$ cat src/common/rtc_regs.svh
// register offsets, field positions, reset values and timing counts of the
// rotary touch configuration bank; assumes a byte-wide register port
`ifndef RTC_REGS_SVH
`define RTC_REGS_SVH

// register offsets (byte addresses on the register port)
`define RTC_ADDR_POSITION   8'h02
`define RTC_ADDR_SETUP      8'h03
`define RTC_ADDR_SENS       8'h04
`define RTC_ADDR_TICK       8'h05
`define RTC_ADDR_INTERVAL   8'h06
`define RTC_ADDR_SOUNDER    8'h07

// rotary setup field positions
`define RTC_SETUP_ENABLE    0
`define RTC_SETUP_TOUCH     2
`define RTC_SETUP_RELEASE   3
`define RTC_SETUP_CLICK     7

// reset values
`define RTC_RST_SETUP       4'h0
`define RTC_RST_SENS        3'h0
`define RTC_RST_TICK        5'h00
`define RTC_RST_INTERVAL    6'h00
`define RTC_RST_SOUNDER     3'h0

// fifo event codes
`define RTC_CODE_TOUCH_HI   4'h1
`define RTC_CODE_RELEASE    8'h0F

// sensitivity code that has no level of its own, and the level it maps to
`define RTC_SENS_UNDEF      3'h7
`define RTC_SENS_TOP        3'h6

// timing: clock period and one millisecond, both in ns
`define RTC_CLK_NS          5
`define RTC_MS_NS           1000000
`define RTC_CYC_PER_MS      (`RTC_MS_NS / `RTC_CLK_NS)
// tick period is this many ms plus the tick field
`define RTC_TICK_BASE_MS    5

`endif

$ cat src/common/rtc_pkg.sv
// types of the rotary touch configuration bank
// assumes rtc_regs.svh supplies the numeric constants
`default_nettype none
package rtc_pkg;

	// register bank and output state of the top module
	typedef struct packed {
		logic       click_en;  // touch_click_enable
		logic       rel_en;    // release_report_enable
		logic       touch_en;  // touch_report_enable
		logic       rot_en;    // rotary_function_enable
		logic [2:0] sens;      // touch sensitivity code
		logic [4:0] tick;      // tick period field
		logic [5:0] intv;      // acquisition interval field
		logic [2:0] sound;     // sounder configuration bits
		logic [7:0] rdata;     // read answer
		logic       rvalid;    // read answer strobe
		logic       push;      // fifo push strobe
		logic [7:0] code;      // fifo event code
		logic       click;     // sounder click request
		logic [2:0] level;     // effective sensitivity code
	} rtc_state_t;

	// timebase counters
	typedef struct packed {
		logic [17:0] ms_cnt;   // clock cycles within the current ms
		logic [5:0]  ms_tick;  // ms within the current tick
		logic [5:0]  ticks;    // ticks within the current acquisition
		logic        tick;     // tick strobe
		logic        acq;      // acquisition strobe
	} rtc_tb_state_t;

endpackage
`default_nettype wire

$ cat src/rtl/rtc_config_regs.sv
// rotary touch configuration register bank with event gating
// assumes the serial-bus slave in front decodes transfers into single-cycle
// byte read and write strobes on this clock, and the sensing front end
// reports touches and releases as same-clock one-cycle pulses
`timescale 1ns/100ps
`default_nettype none
`include "rtc_regs.svh"

// What this block does
// - setup bit 0 switches whole rotary function
// - touch bit lets touch codes into fifo
// - release bit lets release code into fifo
// - click bit lets touches trigger sounder
// - setup unused bits 6,5,4,1 read zero
// - setup writes keep only four defined bits
// - 3-bit sensitivity at 0x04, upper bits zero
// - tick period is 5 ms plus field
// - tick register upper bits read zero, ignored
// - acquisition every interval field plus one ticks
// - position reads zero unless touched and enabled
// - global sounder enable gates click requests
module rtc_config_regs #(
	parameter int CYC_PER_MS = `RTC_CYC_PER_MS  // cycles per ms, shorten in simulation
) (
	input  wire logic       clock,
	input  wire logic       resetn,
	input  wire logic       reg_wr,       // register write strobe
	input  wire logic       reg_rd,       // register read strobe
	input  wire logic [7:0] reg_addr,     // register address
	input  wire logic [7:0] reg_wdata,    // write data
	output var  logic [7:0] reg_rdata,    // read data
	output var  logic       reg_rvalid,   // read data valid, one cycle
	input  wire logic       touch_evt,    // new touch at touch_pos
	input  wire logic       release_evt,  // pad released
	input  wire logic       touch_held,   // a pad is currently touched
	input  wire logic [3:0] touch_pos,    // current position index
	output var  logic       fifo_push,    // push fifo_code into the event fifo
	output var  logic [7:0] fifo_code,    // event code
	output var  logic       click_req,    // one click request to the sounder
	output var  logic [2:0] sens_level,   // effective sensitivity code
	output var  logic       rotary_on,    // rotary function enabled
	output var  logic       tick_pulse,   // master tick strobe
	output var  logic       acq_pulse     // touch acquisition strobe
);

	rtc_pkg::rtc_state_t s_r;    // registered state
	rtc_pkg::rtc_state_t s_nxt;  // next state
	logic                wr_hit; // write strobe qualifier

	// timebase: runs only while the rotary is on
	rtc_timebase #(
		.CYC_PER_MS (CYC_PER_MS)
	) u_timebase (
		.clock      (clock),
		.resetn     (resetn),
		.run        (s_r.rot_en),
		.tick_field (s_r.tick),
		.intv_field (s_r.intv),
		.tick_pulse (tick_pulse),
		.acq_pulse  (acq_pulse)
	);

	// next-state logic: register writes, read answers, event gating
	always_comb begin
		s_nxt = s_r;
		s_nxt.rvalid = 1'b0;
		s_nxt.push = 1'b0;
		s_nxt.click = 1'b0;
		wr_hit = reg_wr;

		// register writes; undefined bits are dropped on the way in
		if (wr_hit) begin
			case (reg_addr)
				`RTC_ADDR_SETUP: begin
					s_nxt.rot_en = reg_wdata[`RTC_SETUP_ENABLE];
					s_nxt.touch_en = reg_wdata[`RTC_SETUP_TOUCH];
					s_nxt.rel_en = reg_wdata[`RTC_SETUP_RELEASE];
					s_nxt.click_en = reg_wdata[`RTC_SETUP_CLICK];
				end
				`RTC_ADDR_SENS: begin
					s_nxt.sens = reg_wdata[2:0];
				end
				`RTC_ADDR_TICK: begin
					s_nxt.tick = reg_wdata[4:0];
				end
				`RTC_ADDR_INTERVAL: begin
					s_nxt.intv = reg_wdata[5:0];
				end
				`RTC_ADDR_SOUNDER: begin
					s_nxt.sound = reg_wdata[2:0];
				end
				// position register and unmapped addresses ignore writes
				default: begin
					s_nxt.sound = s_r.sound;
				end
			endcase
		end

		// read answers; every unused bit reads zero
		if (reg_rd) begin
			s_nxt.rvalid = 1'b1;
			case (reg_addr)
				`RTC_ADDR_POSITION: begin
					// released or disabled rotary reads all zero
					if (s_r.rot_en && touch_held) begin
						s_nxt.rdata = {3'h0, 1'b1, touch_pos};
					end else begin
						s_nxt.rdata = 8'h00;
					end
				end
				`RTC_ADDR_SETUP: begin
					s_nxt.rdata = {s_r.click_en, 3'h0, s_r.rel_en, s_r.touch_en, 1'b0, s_r.rot_en};
				end
				`RTC_ADDR_SENS: begin
					s_nxt.rdata = {5'h00, s_r.sens};
				end
				`RTC_ADDR_TICK: begin
					s_nxt.rdata = {3'h0, s_r.tick};
				end
				`RTC_ADDR_INTERVAL: begin
					s_nxt.rdata = {2'h0, s_r.intv};
				end
				`RTC_ADDR_SOUNDER: begin
					s_nxt.rdata = {5'h00, s_r.sound};
				end
				default: begin
					s_nxt.rdata = 8'h00;
				end
			endcase
		end

		// event gating; an enabled touch wins if both arrive together, since the
		// fifo takes one code per cycle and the front end never does that
		if (s_r.rot_en) begin
			if (touch_evt && s_r.touch_en) begin
				s_nxt.push = 1'b1;
				s_nxt.code = {3'h0, 1'b1, touch_pos};
			end else if (release_evt && s_r.rel_en) begin
				s_nxt.push = 1'b1;
				s_nxt.code = `RTC_CODE_RELEASE;
			end
			// click needs both its own enable and the global sounder one
			s_nxt.click = touch_evt && s_r.click_en && s_r.sound[0];
		end

		// undefined code 111 behaves as the top level, stored value kept
		s_nxt.level = (s_r.sens == `RTC_SENS_UNDEF) ? `RTC_SENS_TOP : s_r.sens;
	end

	// state register
	always_ff @(posedge clock or negedge resetn) begin
		if (!resetn) begin
			s_r <= '0;
			s_r.sens <= `RTC_RST_SENS;
			s_r.tick <= `RTC_RST_TICK;
			s_r.intv <= `RTC_RST_INTERVAL;
			s_r.sound <= `RTC_RST_SOUNDER;
		end else begin
			s_r <= s_nxt;
		end
	end

	// outputs straight from the state register
	assign reg_rdata = s_r.rdata;
	assign reg_rvalid = s_r.rvalid;
	assign fifo_push = s_r.push;
	assign fifo_code = s_r.code;
	assign click_req = s_r.click;
	assign sens_level = s_r.level;
	assign rotary_on = s_r.rot_en;
endmodule
`default_nettype wire

$ cat src/rtl/rtc_timebase.sv
// master tick and touch acquisition timebase
// assumes run, tick_field and intv_field come from flops on the same clock
`timescale 1ns/100ps
`default_nettype none
`include "rtc_regs.svh"

module rtc_timebase #(
	parameter int CYC_PER_MS = `RTC_CYC_PER_MS  // cycles per ms, shorten in simulation
) (
	input  wire logic       clock,
	input  wire logic       resetn,
	input  wire logic       run,         // rotary function enabled
	input  wire logic [4:0] tick_field,  // tick period minus 5 ms
	input  wire logic [5:0] intv_field,  // ticks per acquisition minus one
	output var  logic       tick_pulse,  // one cycle per master tick
	output var  logic       acq_pulse    // one cycle per touch acquisition
);

	rtc_pkg::rtc_tb_state_t s_r;    // registered state
	rtc_pkg::rtc_tb_state_t s_nxt;  // next state
	logic [5:0] tick_len;           // tick length in ms

	// next-state logic; compares use >= so a field lowered mid-count cannot
	// strand the counter past its new end
	always_comb begin
		s_nxt = s_r;
		s_nxt.tick = 1'b0;
		s_nxt.acq = 1'b0;
		tick_len = 6'(`RTC_TICK_BASE_MS) + {1'b0, tick_field};
		if (!run) begin
			// disabled rotary: timebase held at its start
			s_nxt.ms_cnt = 18'h00000;
			s_nxt.ms_tick = 6'h00;
			s_nxt.ticks = 6'h00;
		end else if (s_r.ms_cnt >= 18'(CYC_PER_MS - 1)) begin
			s_nxt.ms_cnt = 18'h00000;
			if (s_r.ms_tick >= tick_len - 6'h01) begin
				// end of a master tick
				s_nxt.ms_tick = 6'h00;
				s_nxt.tick = 1'b1;
				if (s_r.ticks >= intv_field) begin
					s_nxt.ticks = 6'h00;
					s_nxt.acq = 1'b1;
				end else begin
					s_nxt.ticks = s_r.ticks + 6'h01;
				end
			end else begin
				s_nxt.ms_tick = s_r.ms_tick + 6'h01;
			end
		end else begin
			s_nxt.ms_cnt = s_r.ms_cnt + 18'h00001;
		end
	end

	// state register
	always_ff @(posedge clock or negedge resetn) begin
		if (!resetn) begin
			s_r <= '0;
		end else begin
			s_r <= s_nxt;
		end
	end

	assign tick_pulse = s_r.tick;
	assign acq_pulse = s_r.acq;
endmodule
`default_nettype wire
$ cat config.mk
export PLATFORM = sky130hd
export DESIGN_NAME = rtc_config_regs
export DESIGN_NICKNAME = d
export VERILOG_FILES = /design/src/common/rtc_pkg.sv /design/src/rtl/rtc_config_regs.sv /design/src/rtl/rtc_timebase.sv
export VERILOG_INCLUDE_DIRS = /design/src /design/src/common
export SDC_FILE = /design/constraint.sdc
export NUM_CORES = 1
export LEC_CHECK = 0
export BUFFER_PORTS_ARGS = -buffer_cell sky130_fd_sc_hd__clkbuf_2
export CAP_MARGIN = 20
export CORE_UTILIZATION = 55
export CTS_BUF_LIST = sky130_fd_sc_hd__clkbuf_16
export DETAILED_ROUTE_END_ITERATION = 7
export PLACE_DENSITY = 0.77
export SETUP_SLACK_MARGIN = 0.3
export SLEW_MARGIN = 20
export SYNTH_ARGS = -nofsm -noshare
export SYNTH_HDL_FRONTEND = slang
export SYNTH_SLANG_ARGS = --single-unit
$ cat constraint.sdc
create_clock -name clock -period 3.6 [get_ports clock]
set_input_delay 0.36 -clock clock [delete_from_list [all_inputs] [get_ports clock]]
set_output_delay 0.36 -clock clock [all_outputs]
set_load 0.01 [all_outputs]
==> impl_results.md, run 1 <==
- Outcome: finished, violations left
- Failing checks: design-rule violations
- CTS H-tree lvls: 3
- Slowest CP cell: or4_1
- CP arrival: 2770 ps
- Total wire length: 7292 µm
- Required time worst endpoint: 3840 ps
- TritonCTS buffer count: 9
- Vias: 2698
- VDD IR-drop max: 0.2276 mV
- Setup Buffers After CTS: 0
- Top-count cell post-synth: dfrtp_1
- Post_cts resized: 0
- First drt pass iteration count: 6
- Leak: 0.001943 µW
- Port bufs: 46
- Top_reg_cell synth: dfrtp_1
- Period minus WS final: 2534 ps
- Share of the synthesized area in the top cell type: 0.4822
- RSZ-0062 raised after global routing: false
- Finished Core Util: 0.6487
- Final Setup Violations: 0
- CTS clk-pin slew, worst paths: 60 ps
- Share of layout cells above drive strength 1: 0.2260
- Setup Crit Path Kind: register to register
- Simple-Gate Fraction of Synth Area: 0.1667
- Worst path max stage delay: 500 ps
- Placement row count: 29
- Crit-path most repeated cell: ha_1
- XOR/XNOR Fraction of Synth Area: 0.03803
- # fillers: 514
- Die Ht: 83.85 µm
- Synth Area in Compound Gates: 0.1188
- Library cells used by synthesis: 56
- Max Cap Viol: 0
- DR WL/cell: 15.78 µm
- Post-synth EDFFs: 0
- Routed Antenna Nets: 0
- Type of origin of the critical path: register
- Slew at the pin with the worst max-slew slack: 852.8 ps
- Ports: 52
- Synth warn: 0
- PD cells: 464.4 mW/mm²
- Fin. Hold Viols: 0
- Die W: 83.85 µm
- Die area: 0.007031 mm²
- DR vias/cell: 5.840
- Layout area overhead: 13.07%
- Ant diodes: 0
- Overflow after GRT: 0
- Fin. max-slew vios: 0
- Design Power: 1935 µW
- Synth Instances: 350
- DR DRC count: 7
- Worst Setup End Kind: register
- Clock sinks: 71
- Library cell with the largest summed area after synthesis: dfrtp_1
- First-pass GRT wire length: 12900 µm
- Sequential fraction of the synthesis area: 0.4822
- First-iteration detailed-routing DRC count: 198
- Initial Utilization: 0.5737
- Cell area after synthesis: 0.003685 mm²
- Hold_ws: 5.193 ps
- Post-synthesis mux area share: 0.06418
- Synth Area in Adders: 0.05433
- Core footprint: 0.006422 mm²
- Ys async rst share: 1.000
- Critical-path cell list: ha_1, xnor2_1, ha_1, a21o_1, a221o_1, or4_1, a31oi_1
- Later-pin clock latency in the skew report: 330 ps
- Max Freq: 0.3947 GHz
- Routability cong.: 0.7827
- Synth top area cells: dfrtp_1 (48%), ha_1 (5.4%), mux2_2 (4.6%)
- CTS tree: yes
- Largest family of logic cells by synthesized area: simple AND/OR/NAND/NOR gates
- Hold Crit Class: primary input to asynchronous set/reset pin
- Synth top cells by count: dfrtp_1 (71), nand2_1 (28), nor2_1 (23), nand3_1 (20), buf_4 (19)
- Nets@finish: 423
- Clock Skew: 7.212 ps
- Clock Root Buffer: clkbuf_16
- CP Max Fanout: 8
- Initial antenna violation count: 0
- Post-CTS Hold Fix Bufs: 0
- All-Layer GR Usage: 0.2323
- Rel. slew slack: 0.4262
- Final worst-path cycle share: 0.7039
- Pin count of the biggest net entering global routing: 48
- Count of state elements after synthesis: 71
- Detail Placement HPWL: 5017 µm
- Syn_area_per_cell: 10.53 µm²
- CTS Buffer Depth: 2
- Number of global-route vias before repair: 2763
- Setup tns final: 0 ps
## sequential cells by signal (all words and copies together), names as in the netlist
name and count:
click_req 1, fifo_code 5, fifo_push 1, reg_rdata 7, reg_rvalid 1, rotary_on 1, s_r 20, sens_level 3
u_timebase.acq_pulse 1, u_timebase.s_r 30, u_timebase.tick_pulse 1
## report_power, final
group          internal, µW  total [µW]  switching, µW
logic                  41.6         102           60.4
registers               819         835           16.2
clock network           671         998            327
## worst max-delay path: cells and delay by family, from the launching register on
family          cells  cell delay (ps)
compound gates      3              860
fa+ha+maj           2              520
simple gates        1              500
flops               1              430
xor+xnor            1              130
## routing by layer
| metal | up-vias | wire length (µm) | GRT usage |
|---|---|---|---|
| li1 | 1295 | - | - |
| met3 | 11 | 274 | 0.06133 |
| met5 | - | 0 | 0 |
| met2 | 71 | 3538 | 0.3696 |
| met4 | 0 | 102 | 0.08464 |
| met1 | 1321 | 3377 | 0.3070 |
## placed cells by master (no fill, tap or decap), types with 4 or more instances in the layout
master | netlist | layout
mux2_2 | 15 | 15
clkbuf_16 | 0 | 9
clkbuf_2 | 0 | 45
inv_1 | 18 | 18
nand2_1 | 28 | 28
conb_1 | 1 | 4
nor2_1 | 23 | 23
a31oi_1 | 4 | 4
a32o_1 | 4 | 4
nor3_1 | 5 | 5
dfrtp_1 | 71 | 71
or4_1 | 5 | 5
and3_1 | 10 | 10
o22a_1 | 4 | 4
xnor2_1 | 7 | 7
ha_1 | 16 | 16
xor2_1 | 9 | 9
o211ai_1 | 5 | 5
nand3_1 | 20 | 20
o21ai_0 | 12 | 12
a21oi_1 | 7 | 7
o22ai_1 | 5 | 5
## logic make-up (layout without fill, tap and decap cells)
kind of cell,after synthesis,count (layout)
muxes,18,18
DFF,71,71
xor gates and xnor gates,16,16
and+or+nand+nor,117,117
adders and majority gates,16,16
AOI/OAI and AO/OA,61,61
other,1,4
buffers and inverters,50,82
## final cells by class
cell class | count | area, µm² | area share
multi-input cells | 232 | 1644 | 0.3946
clock inverters | 7 | 111.4 | 0.02673
repair buffers | 48 | 245.2 | 0.05886
inverters | 18 | 67.56 | 0.01622
clock buffers | 9 | 225.2 | 0.05405
well taps | 77 | 96.34 | 0.02312
flip-flops and latches | 71 | 1777 | 0.4264
## stage by stage
| step | worst slack [ps] | std cells | cell area, µm² |
|---|---|---|---|
| 2_1_floorplan | 1304 | 353 | 3696 |
| 3_3_place_gp | 1168 | 446 | 3830 |
| 3_5_place_dp | 1111 | 446 | 3830 |
| 4_1_cts | 1064 | 462 | 4167 |
| 5_1_grt | 893.8 | 462 | 4167 |
| 6_report | 1066 | 462 | 4167 |
## path summary, 6_finish.rpt
| check | depth (start not counted) | startpoint | slack, ps | end |
|---|---|---|---|---|
| worst max-delay path | 7 | s_r[33] | 1070 | u_timebase.s_r[11] |
| worst min-delay path | 1 | resetn | 5 | fifo_push |
| worst max register to register | 7 | s_r[33] | 1070 | u_timebase.s_r[11] |
| worst min register to register | 0 | s_r[38] | 420 | sens_level[2] |
| max in group asynchronous | 2 | resetn | 2600 | s_r[34] |
| min in group clock | 3 | reg_wdata[5] | 260 | s_r[30] |
Power figures use the tool's default switching activity.
==> run 2: changes to the inputs <==
--- a/config.mk
+++ b/config.mk
@@ -6,6 +6,7 @@
 export SDC_FILE = /design/constraint.sdc
 export NUM_CORES = 1
 export LEC_CHECK = 0
+export ABC_AREA = 1
 export BUFFER_PORTS_ARGS = -buffer_cell sky130_fd_sc_hd__clkbuf_2
 export CAP_MARGIN = 20
 export CORE_UTILIZATION = 55
==> constraint.sdc (replaced) <==
create_clock -name clock -period 2.4 [get_ports clock]
set_input_delay 0.24 -clock clock [delete_from_list [all_inputs] [get_ports clock]]
set_output_delay 0.24 -clock clock [all_outputs]
set_load 0.01 [all_outputs]
==> impl_results.md, run 2 <==
- Outcome: finished, final reports clean
- Ys async rst share: 1.000 (unchanged)
- CP arrival: 2190 ps (-580 ps)
- DR DRC count: 0 (-7)
- Vias: 3251 (+20%)
- CTS Buffer Depth: 2 (unchanged)
- Fin. Hold Viols: 0 (unchanged)
- Required time worst endpoint: 2620 ps (-1220 ps)
- Layout area overhead: 13.01% (about the same)
- Die area: 0.007551 mm² (+7.4%)
- First-iteration detailed-routing DRC count: 229 (+16%)
- Rel. slew slack: 0.5420 (+0.1157)
- Pin count of the biggest net entering global routing: 42 (-13%)
- TritonCTS buffer count: 9 (unchanged)
- Nets@finish: 581 (+37%)
- Most flop-heavy register: u_timebase.s_r
- VDD IR-drop max: 0.4079 mV (+79%)
- Synth warn: 0 (unchanged)
- Post-synth EDFFs: 0 (unchanged)
- Setup tns final: 0 ps (unchanged)
- Leak: 0.002341 µW (+21%)
- Core footprint: 0.006869 mm² (+7.0%)
- First drt pass iteration count: 5 (-1)
- Commonest non-fill, non-tap cells in the layout: nand2_1 (136), dfrtp_1 (71), inv_1 (60), nor2_1 (60), clkbuf_2 (45)
- Overflow after GRT: 0 (unchanged)
- Worst Setup End Kind: register
- Library cell with the largest summed area after synthesis: dfrtp_1
- DR WL/cell: 12.82 µm (-19%)
- Port bufs: 46 (unchanged)
- Number of global-route vias before repair: 3280 (+19%)
- Top_reg_cell synth: dfrtp_1
- PD cells: 621.1 mW/mm² (+34%)
- Max reg flops: 30 (unchanged)
- Library cells used by synthesis: 34 (-39%)
- Share of the synthesized area in the top cell type: 0.4482 (-0.03394)
- CTS clk-pin slew, worst paths: 50 ps (about the same)
- Clock Root Buffer: clkbuf_16
- Synth top cells by count: nand2_1 (137), dfrtp_1 (71), nor2_1 (60), inv_1 (58), nand3_1 (34)
- CP Max Fanout: 8 (unchanged)
- # fillers: 572 (+11%)
- Most common cell after layout, fill and taps aside: nand2_1
- Ports: 52 (unchanged)
- Clock sinks: 71 (unchanged)
- Cell area after synthesis: 0.003964 mm² (+7.6%)
- Ant diodes: 0 (unchanged)
- Initial Utilization: 0.5770 (+0.003311)
- Total wire length: 8193 µm (+12%)
- Count of state elements after synthesis: 71 (unchanged)
- Hold Crit Class: primary input to register
- First-pass GRT wire length: 14460 µm (+12%)
- Fin. max-slew vios: 0 (unchanged)
- All-Layer GR Usage: 0.2496 (+0.01736)
- Clock Skew: 7.642 ps (+0.4297 ps)
- Later-pin clock latency in the skew report: 340 ps (about the same)
- CTS H-tree lvls: 3 (unchanged)
- Syn_area_per_cell: 7.896 µm² (-25%)
- Slew at the pin with the worst max-slew slack: 687.0 ps (-165.7 ps)
- Type of origin of the critical path: register
- Initial antenna violation count: 0 (unchanged)
- Placement row count: 30 (+3.4%)
- Die Ht: 86.90 µm (+3.6%)
- RSZ-0062 raised after global routing: true
- Sequential fraction of the synthesis area: 0.4482 (-0.03394)
- Period minus WS final: 1969 ps (-564.6 ps)
- Die W: 86.90 µm (+3.6%)
- Synth top area cells: dfrtp_1 (45%), nand2_1 (13%), nor2_1 (5.7%)
- Setup Crit Path Kind: register to register
- Max Cap Viol: 0 (unchanged)
- Area of the multi-input gates: 0.001777 mm² (+8.1%)
- Routability cong.: 0.8524 (+8.9%)
- Routed Antenna Nets: 0 (unchanged)
- DR vias/cell: 5.088 (-13%)
- Final Setup Violations: 0 (unchanged)
- Share of layout cells above drive strength 1: 0.1565 (-0.06944)
- Final worst-path cycle share: 0.8205 (+0.1167)
- CTS tree: yes
- Detail Placement HPWL: 5959 µm (+19%)
- Top-count cell post-synth: nand2_1
- Register area: 0.001777 mm² (unchanged)
- Cell total after placement: 622 (+39%)
- Synth Instances: 502 (+43%)
- Hold_ws: 114.1 ps (+108.9 ps)
- Max Freq: 0.5078 GHz (+29%)
- Final instance count without filler cells: 639 (+38%)
[run 2: logic make-up (layout without fill, tap and decap cells)]
group / Yosys count / after routing / synth area share
xor+xnor: 17 / 17 / 0.03756
buf+inv: 88 / 126 / 0.1083
fa+ha+maj: 16 / 16 / 0.05050
compound gates: 39 / 39 / 0.05366
other cells: 1 / 4 / 0.0009461
mux: 1 / 1 / 0.002841
flops: 71 / 71 / 0.4482
simple gates: 269 / 269 / 0.2980
[run 2: routing by layer]
metal / track usage / up-vias / share of wire
li1: - / 1634 / -
met1: 0.3310 / 1529 / 0.45
met2: 0.4023 / 78 / 0.48
met3: 0.04360 / 10 / 0.050
met4: 0.1121 / 0 / 0.014
met5: 0 / - / 0
[run 2: final timing paths]
path | cells past startpoint | start | slack, ps | end
worst max-delay path | 9 | s_r[33] | 430 | u_timebase.s_r[3]
worst min-delay path | 1 | reg_rd | 110 | reg_rvalid
worst max register to register | 9 | s_r[33] | 430 | u_timebase.s_r[3]
worst min register to register | 0 | s_r[37] | 430 | sens_level[1]
max in group asynchronous | 3 | resetn | 1250 | u_timebase.s_r[9]
min in group asynchronous | 2 | resetn | 480 | fifo_code[4]
[run 2: repair_timing]
action                                 4_1_cts  5_1_grt
endpoints found under the hold margin       30        0
setup buffers                                0        0
setup endpoints to repair                    0        8
hold buffers                                 1        0
gates resized for setup                      0        2
[run 2: through the flow]
stage / util / total power [µW] / worst slack (ps) / instance area [µm²]
after floorplan: - / 1358 / 682.3 / 3975
after global placement: 0.6051 / 1423 / 492.2 / 4156
after detailed placement: 0.6051 / 1429 / 439.8 / 4156
after CTS: 0.6510 / 2806 / 385.8 / 4472
after global routing: 0.6521 / 2883 / 247.6 / 4479
final: 0.6521 / 2782 / 430.7 / 4479
[run 2: cell type report]
| class | count | share of cell area |
|---|---|---|
| sequential | 71 | 0.3966 |
| inverter | 60 | 0.05028 |
| timing repair buffer | 50 | 0.06145 |
| multi-input combinational | 346 | 0.3966 |
| tap | 96 | 0.02682 |
| clock inverter | 7 | 0.01788 |
| clock buffer | 9 | 0.05028 |
[run 2: power by group]
part           internal [µW]  switching, µW  leakage (µW)
Clock                    892            479      0.000157
Combinational           54.4            113       0.00120
Sequential              1220           19.3      0.000980
Total                   2170            611       0.00234
[run 2: worst max-delay path, stage by stage (launching register included)]
cell and delay, ps:
dfrtp_1 420, ha_1 240, xnor2_1 130, ha_1 280, nand2_1 110, a21oi_1 50, nor2_1 170, nand2_1 230
nand4_1 160, nand2_1 60
==> run 3: changes to the inputs <==
==> constraint.sdc (replaced) <==
create_clock -name clock -period 1.9 [get_ports clock]
set_input_delay 0.19 -clock clock [delete_from_list [all_inputs] [get_ports clock]]
set_output_delay 0.19 -clock clock [all_outputs]
set_load 0.01 [all_outputs]
==> impl_results.md, run 3 (synthesis results as in run 2) <==
- Initial Utilization: 0.5770 (unchanged)
- VDD IR-drop max: 0.5605 mV (+37%)
- Max Freq: 0.5535 GHz (+9.0%)
- Final worst-path cycle share: 0.9509 (+0.1304)
- CP arrival: 2030 ps (-160 ps)
- Vias: 3286 (+1.1%)
- Layout area overhead: 17.96%
- CTS clk-pin slew, worst paths: 60 ps (about the same)
- Port bufs: 46 (unchanged)
- Required time worst endpoint: 2120 ps (-500 ps)
- Routed Antenna Nets: 0 (unchanged)
- CTS H-tree lvls: 3 (unchanged)
- CTS tree: yes
- Die Ht: 86.90 µm (unchanged)
- Clock Skew: 4.966 ps (-2.676 ps)
- Setup Crit Path Kind: register to register
- Number of global-route vias before repair: 3147 (-4.1%)
- Most common cell after layout, fill and taps aside: nand2_1
- Outcome: finished, final reports clean
- Worst Setup End Kind: register
- Fin. Hold Viols: 0 (unchanged)
- DR WL/cell: 13.01 µm (+1.5%)
- Total wire length: 8391 µm (+2.4%)
- Clock Root Buffer: clkbuf_16
- Initial antenna violation count: 0 (unchanged)
- Pin count of the biggest net entering global routing: 46 (+9.5%)
- Overflow after GRT: 0 (unchanged)
- Period minus WS final: 1807 ps (-162.5 ps)
- Slowest CP cell: dfrtp_1
- Ports: 52 (unchanged)
- DR vias/cell: 5.095 (+0.14%)
- Placement row count: 30 (unchanged)
- First-pass GRT wire length: 14060 µm (-2.8%)
- Max Cap Viol: 0 (unchanged)
- Fin. max-slew vios: 0 (unchanged)
- Setup WS post-layout: 93.22 ps (-337.5 ps)
- Ant diodes: 0 (unchanged)
- Leak: 0.002376 µW (+1.5%)
- Worst path max stage delay: 420 ps (about the same)
- Hold Crit Class: primary input to register
- First-iteration detailed-routing DRC count: 185 (-19%)
- Die W: 86.90 µm (unchanged)
- Share of layout cells above drive strength 1: 0.2004 (+0.04383)
- Final Setup Violations: 0 (unchanged)
- DR DRC count: 0 (unchanged)
- Critical-path cell list: ha_4, xnor2_2, ha_1, nand2_2, nor2_4, nand2_4, nand3_4, nand2_4, nand2_1, nand2_1
- Commonest non-fill, non-tap cells in the layout: nand2_1 (131), dfrtp_1 (70), nor2_1 (58)
- Routability cong.: 0.8749 (+2.6%)
- CP Max Fanout: 6 (-2)
- Max reg flops: 30 (unchanged)
- Die area: 0.007551 mm² (unchanged)
- First drt pass iteration count: 4 (-1)
- Finished Core Util: 0.6807 (+0.02860)
- # fillers: 556 (-2.8%)
- Most flop-heavy register: u_timebase.s_r
- Detail Placement HPWL: 5754 µm (-3.4%)
- TritonCTS buffer count: 9 (unchanged)
- Clock sinks: 71 (unchanged)
- DP Worst Slack: 59.57 ps (-380.3 ps)
- PD cells: 729.2 mW/mm² (+17%)
- Design Power: 3410 µW (+23%)
- Setup tns final: 0 ps (unchanged)
- All-Layer GR Usage: 0.2411 (-0.008515)
- RSZ-0062 raised after global routing: true
- Type of origin of the critical path: register
- Core footprint: 0.006869 mm² (unchanged)
- Later-pin clock latency in the skew report: 330 ps (about the same)
- Nets@finish: 588 (+1.2%)
- CTS Buffer Depth: 2 (unchanged)
run 3: path summary, 6_finish.rpt:
path                       depth (start not counted)    start           endpoint  slack (ps)
setup / recovery                                  10  s_r[34]  u_timebase.s_r[3]          90
hold / removal                                     1   reg_rd         reg_rvalid          60
setup reg to reg                                  10  s_r[34]  u_timebase.s_r[3]          90
hold reg to reg                                    0  s_r[38]      sens_level[2]         430
max in group asynchronous                          3   resetn            s_r[33]        1130
min in group asynchronous                          2   resetn       reg_rdata[7]         240
run 3: area by class of cell:
cell class,count,area [µm²],share of cell area
well taps,96,120.1,0.02569
inverters,60,227.7,0.04870
clock buffers,9,225.2,0.04817
repair buffers,57,357.8,0.07653
multi-input cells,346,1914,0.4094
clock inverters,6,52.55,0.01124
flip-flops and latches,71,1778,0.3803
run 3: layer usage:
layer | GRT usage | share of wire
met1 | 0.3121 | 0.45
met2 | 0.4094 | 0.50
met3 | 0.03886 | 0.030
met4 | 0.08636 | 0.016
met5 | 0 | 0
run 3: power breakdown:
part	switching [µW]	internal, µW	total, µW
logic	150	88.8	239
clock network	604	991	1600
registers	28.6	1550	1580
total	783	2630	3410
run 3: worst max-delay path: cells and delay by family, from the launching register on:
kind          cells  cell delay, ps
flops             1             420
simple gates      7             680
xor+xnor          1             120
fa+ha+maj         2             470
run 3: timing repair:
item | 4_1_cts | 5_1_grt
setup buffers | 3 | 1
setup endpoints to repair | 18 | 32
resized for setup | 15 | 15
hold buffers | 1 | 0
pin swaps | 17 | 9
gates cloned | 0 | 1
hold endpoints to repair | 7 | 0
run 3: stage by stage:
stage,hold WS (ps),area [µm²],cells
3_3_place_gp,50.97,4209,624
6_report,62.60,4676,645
4_1_cts,49.25,4572,643
5_1_grt,63.66,4676,645
3_5_place_dp,52.68,4209,624
2_1_floorplan,-105.6,4013,505
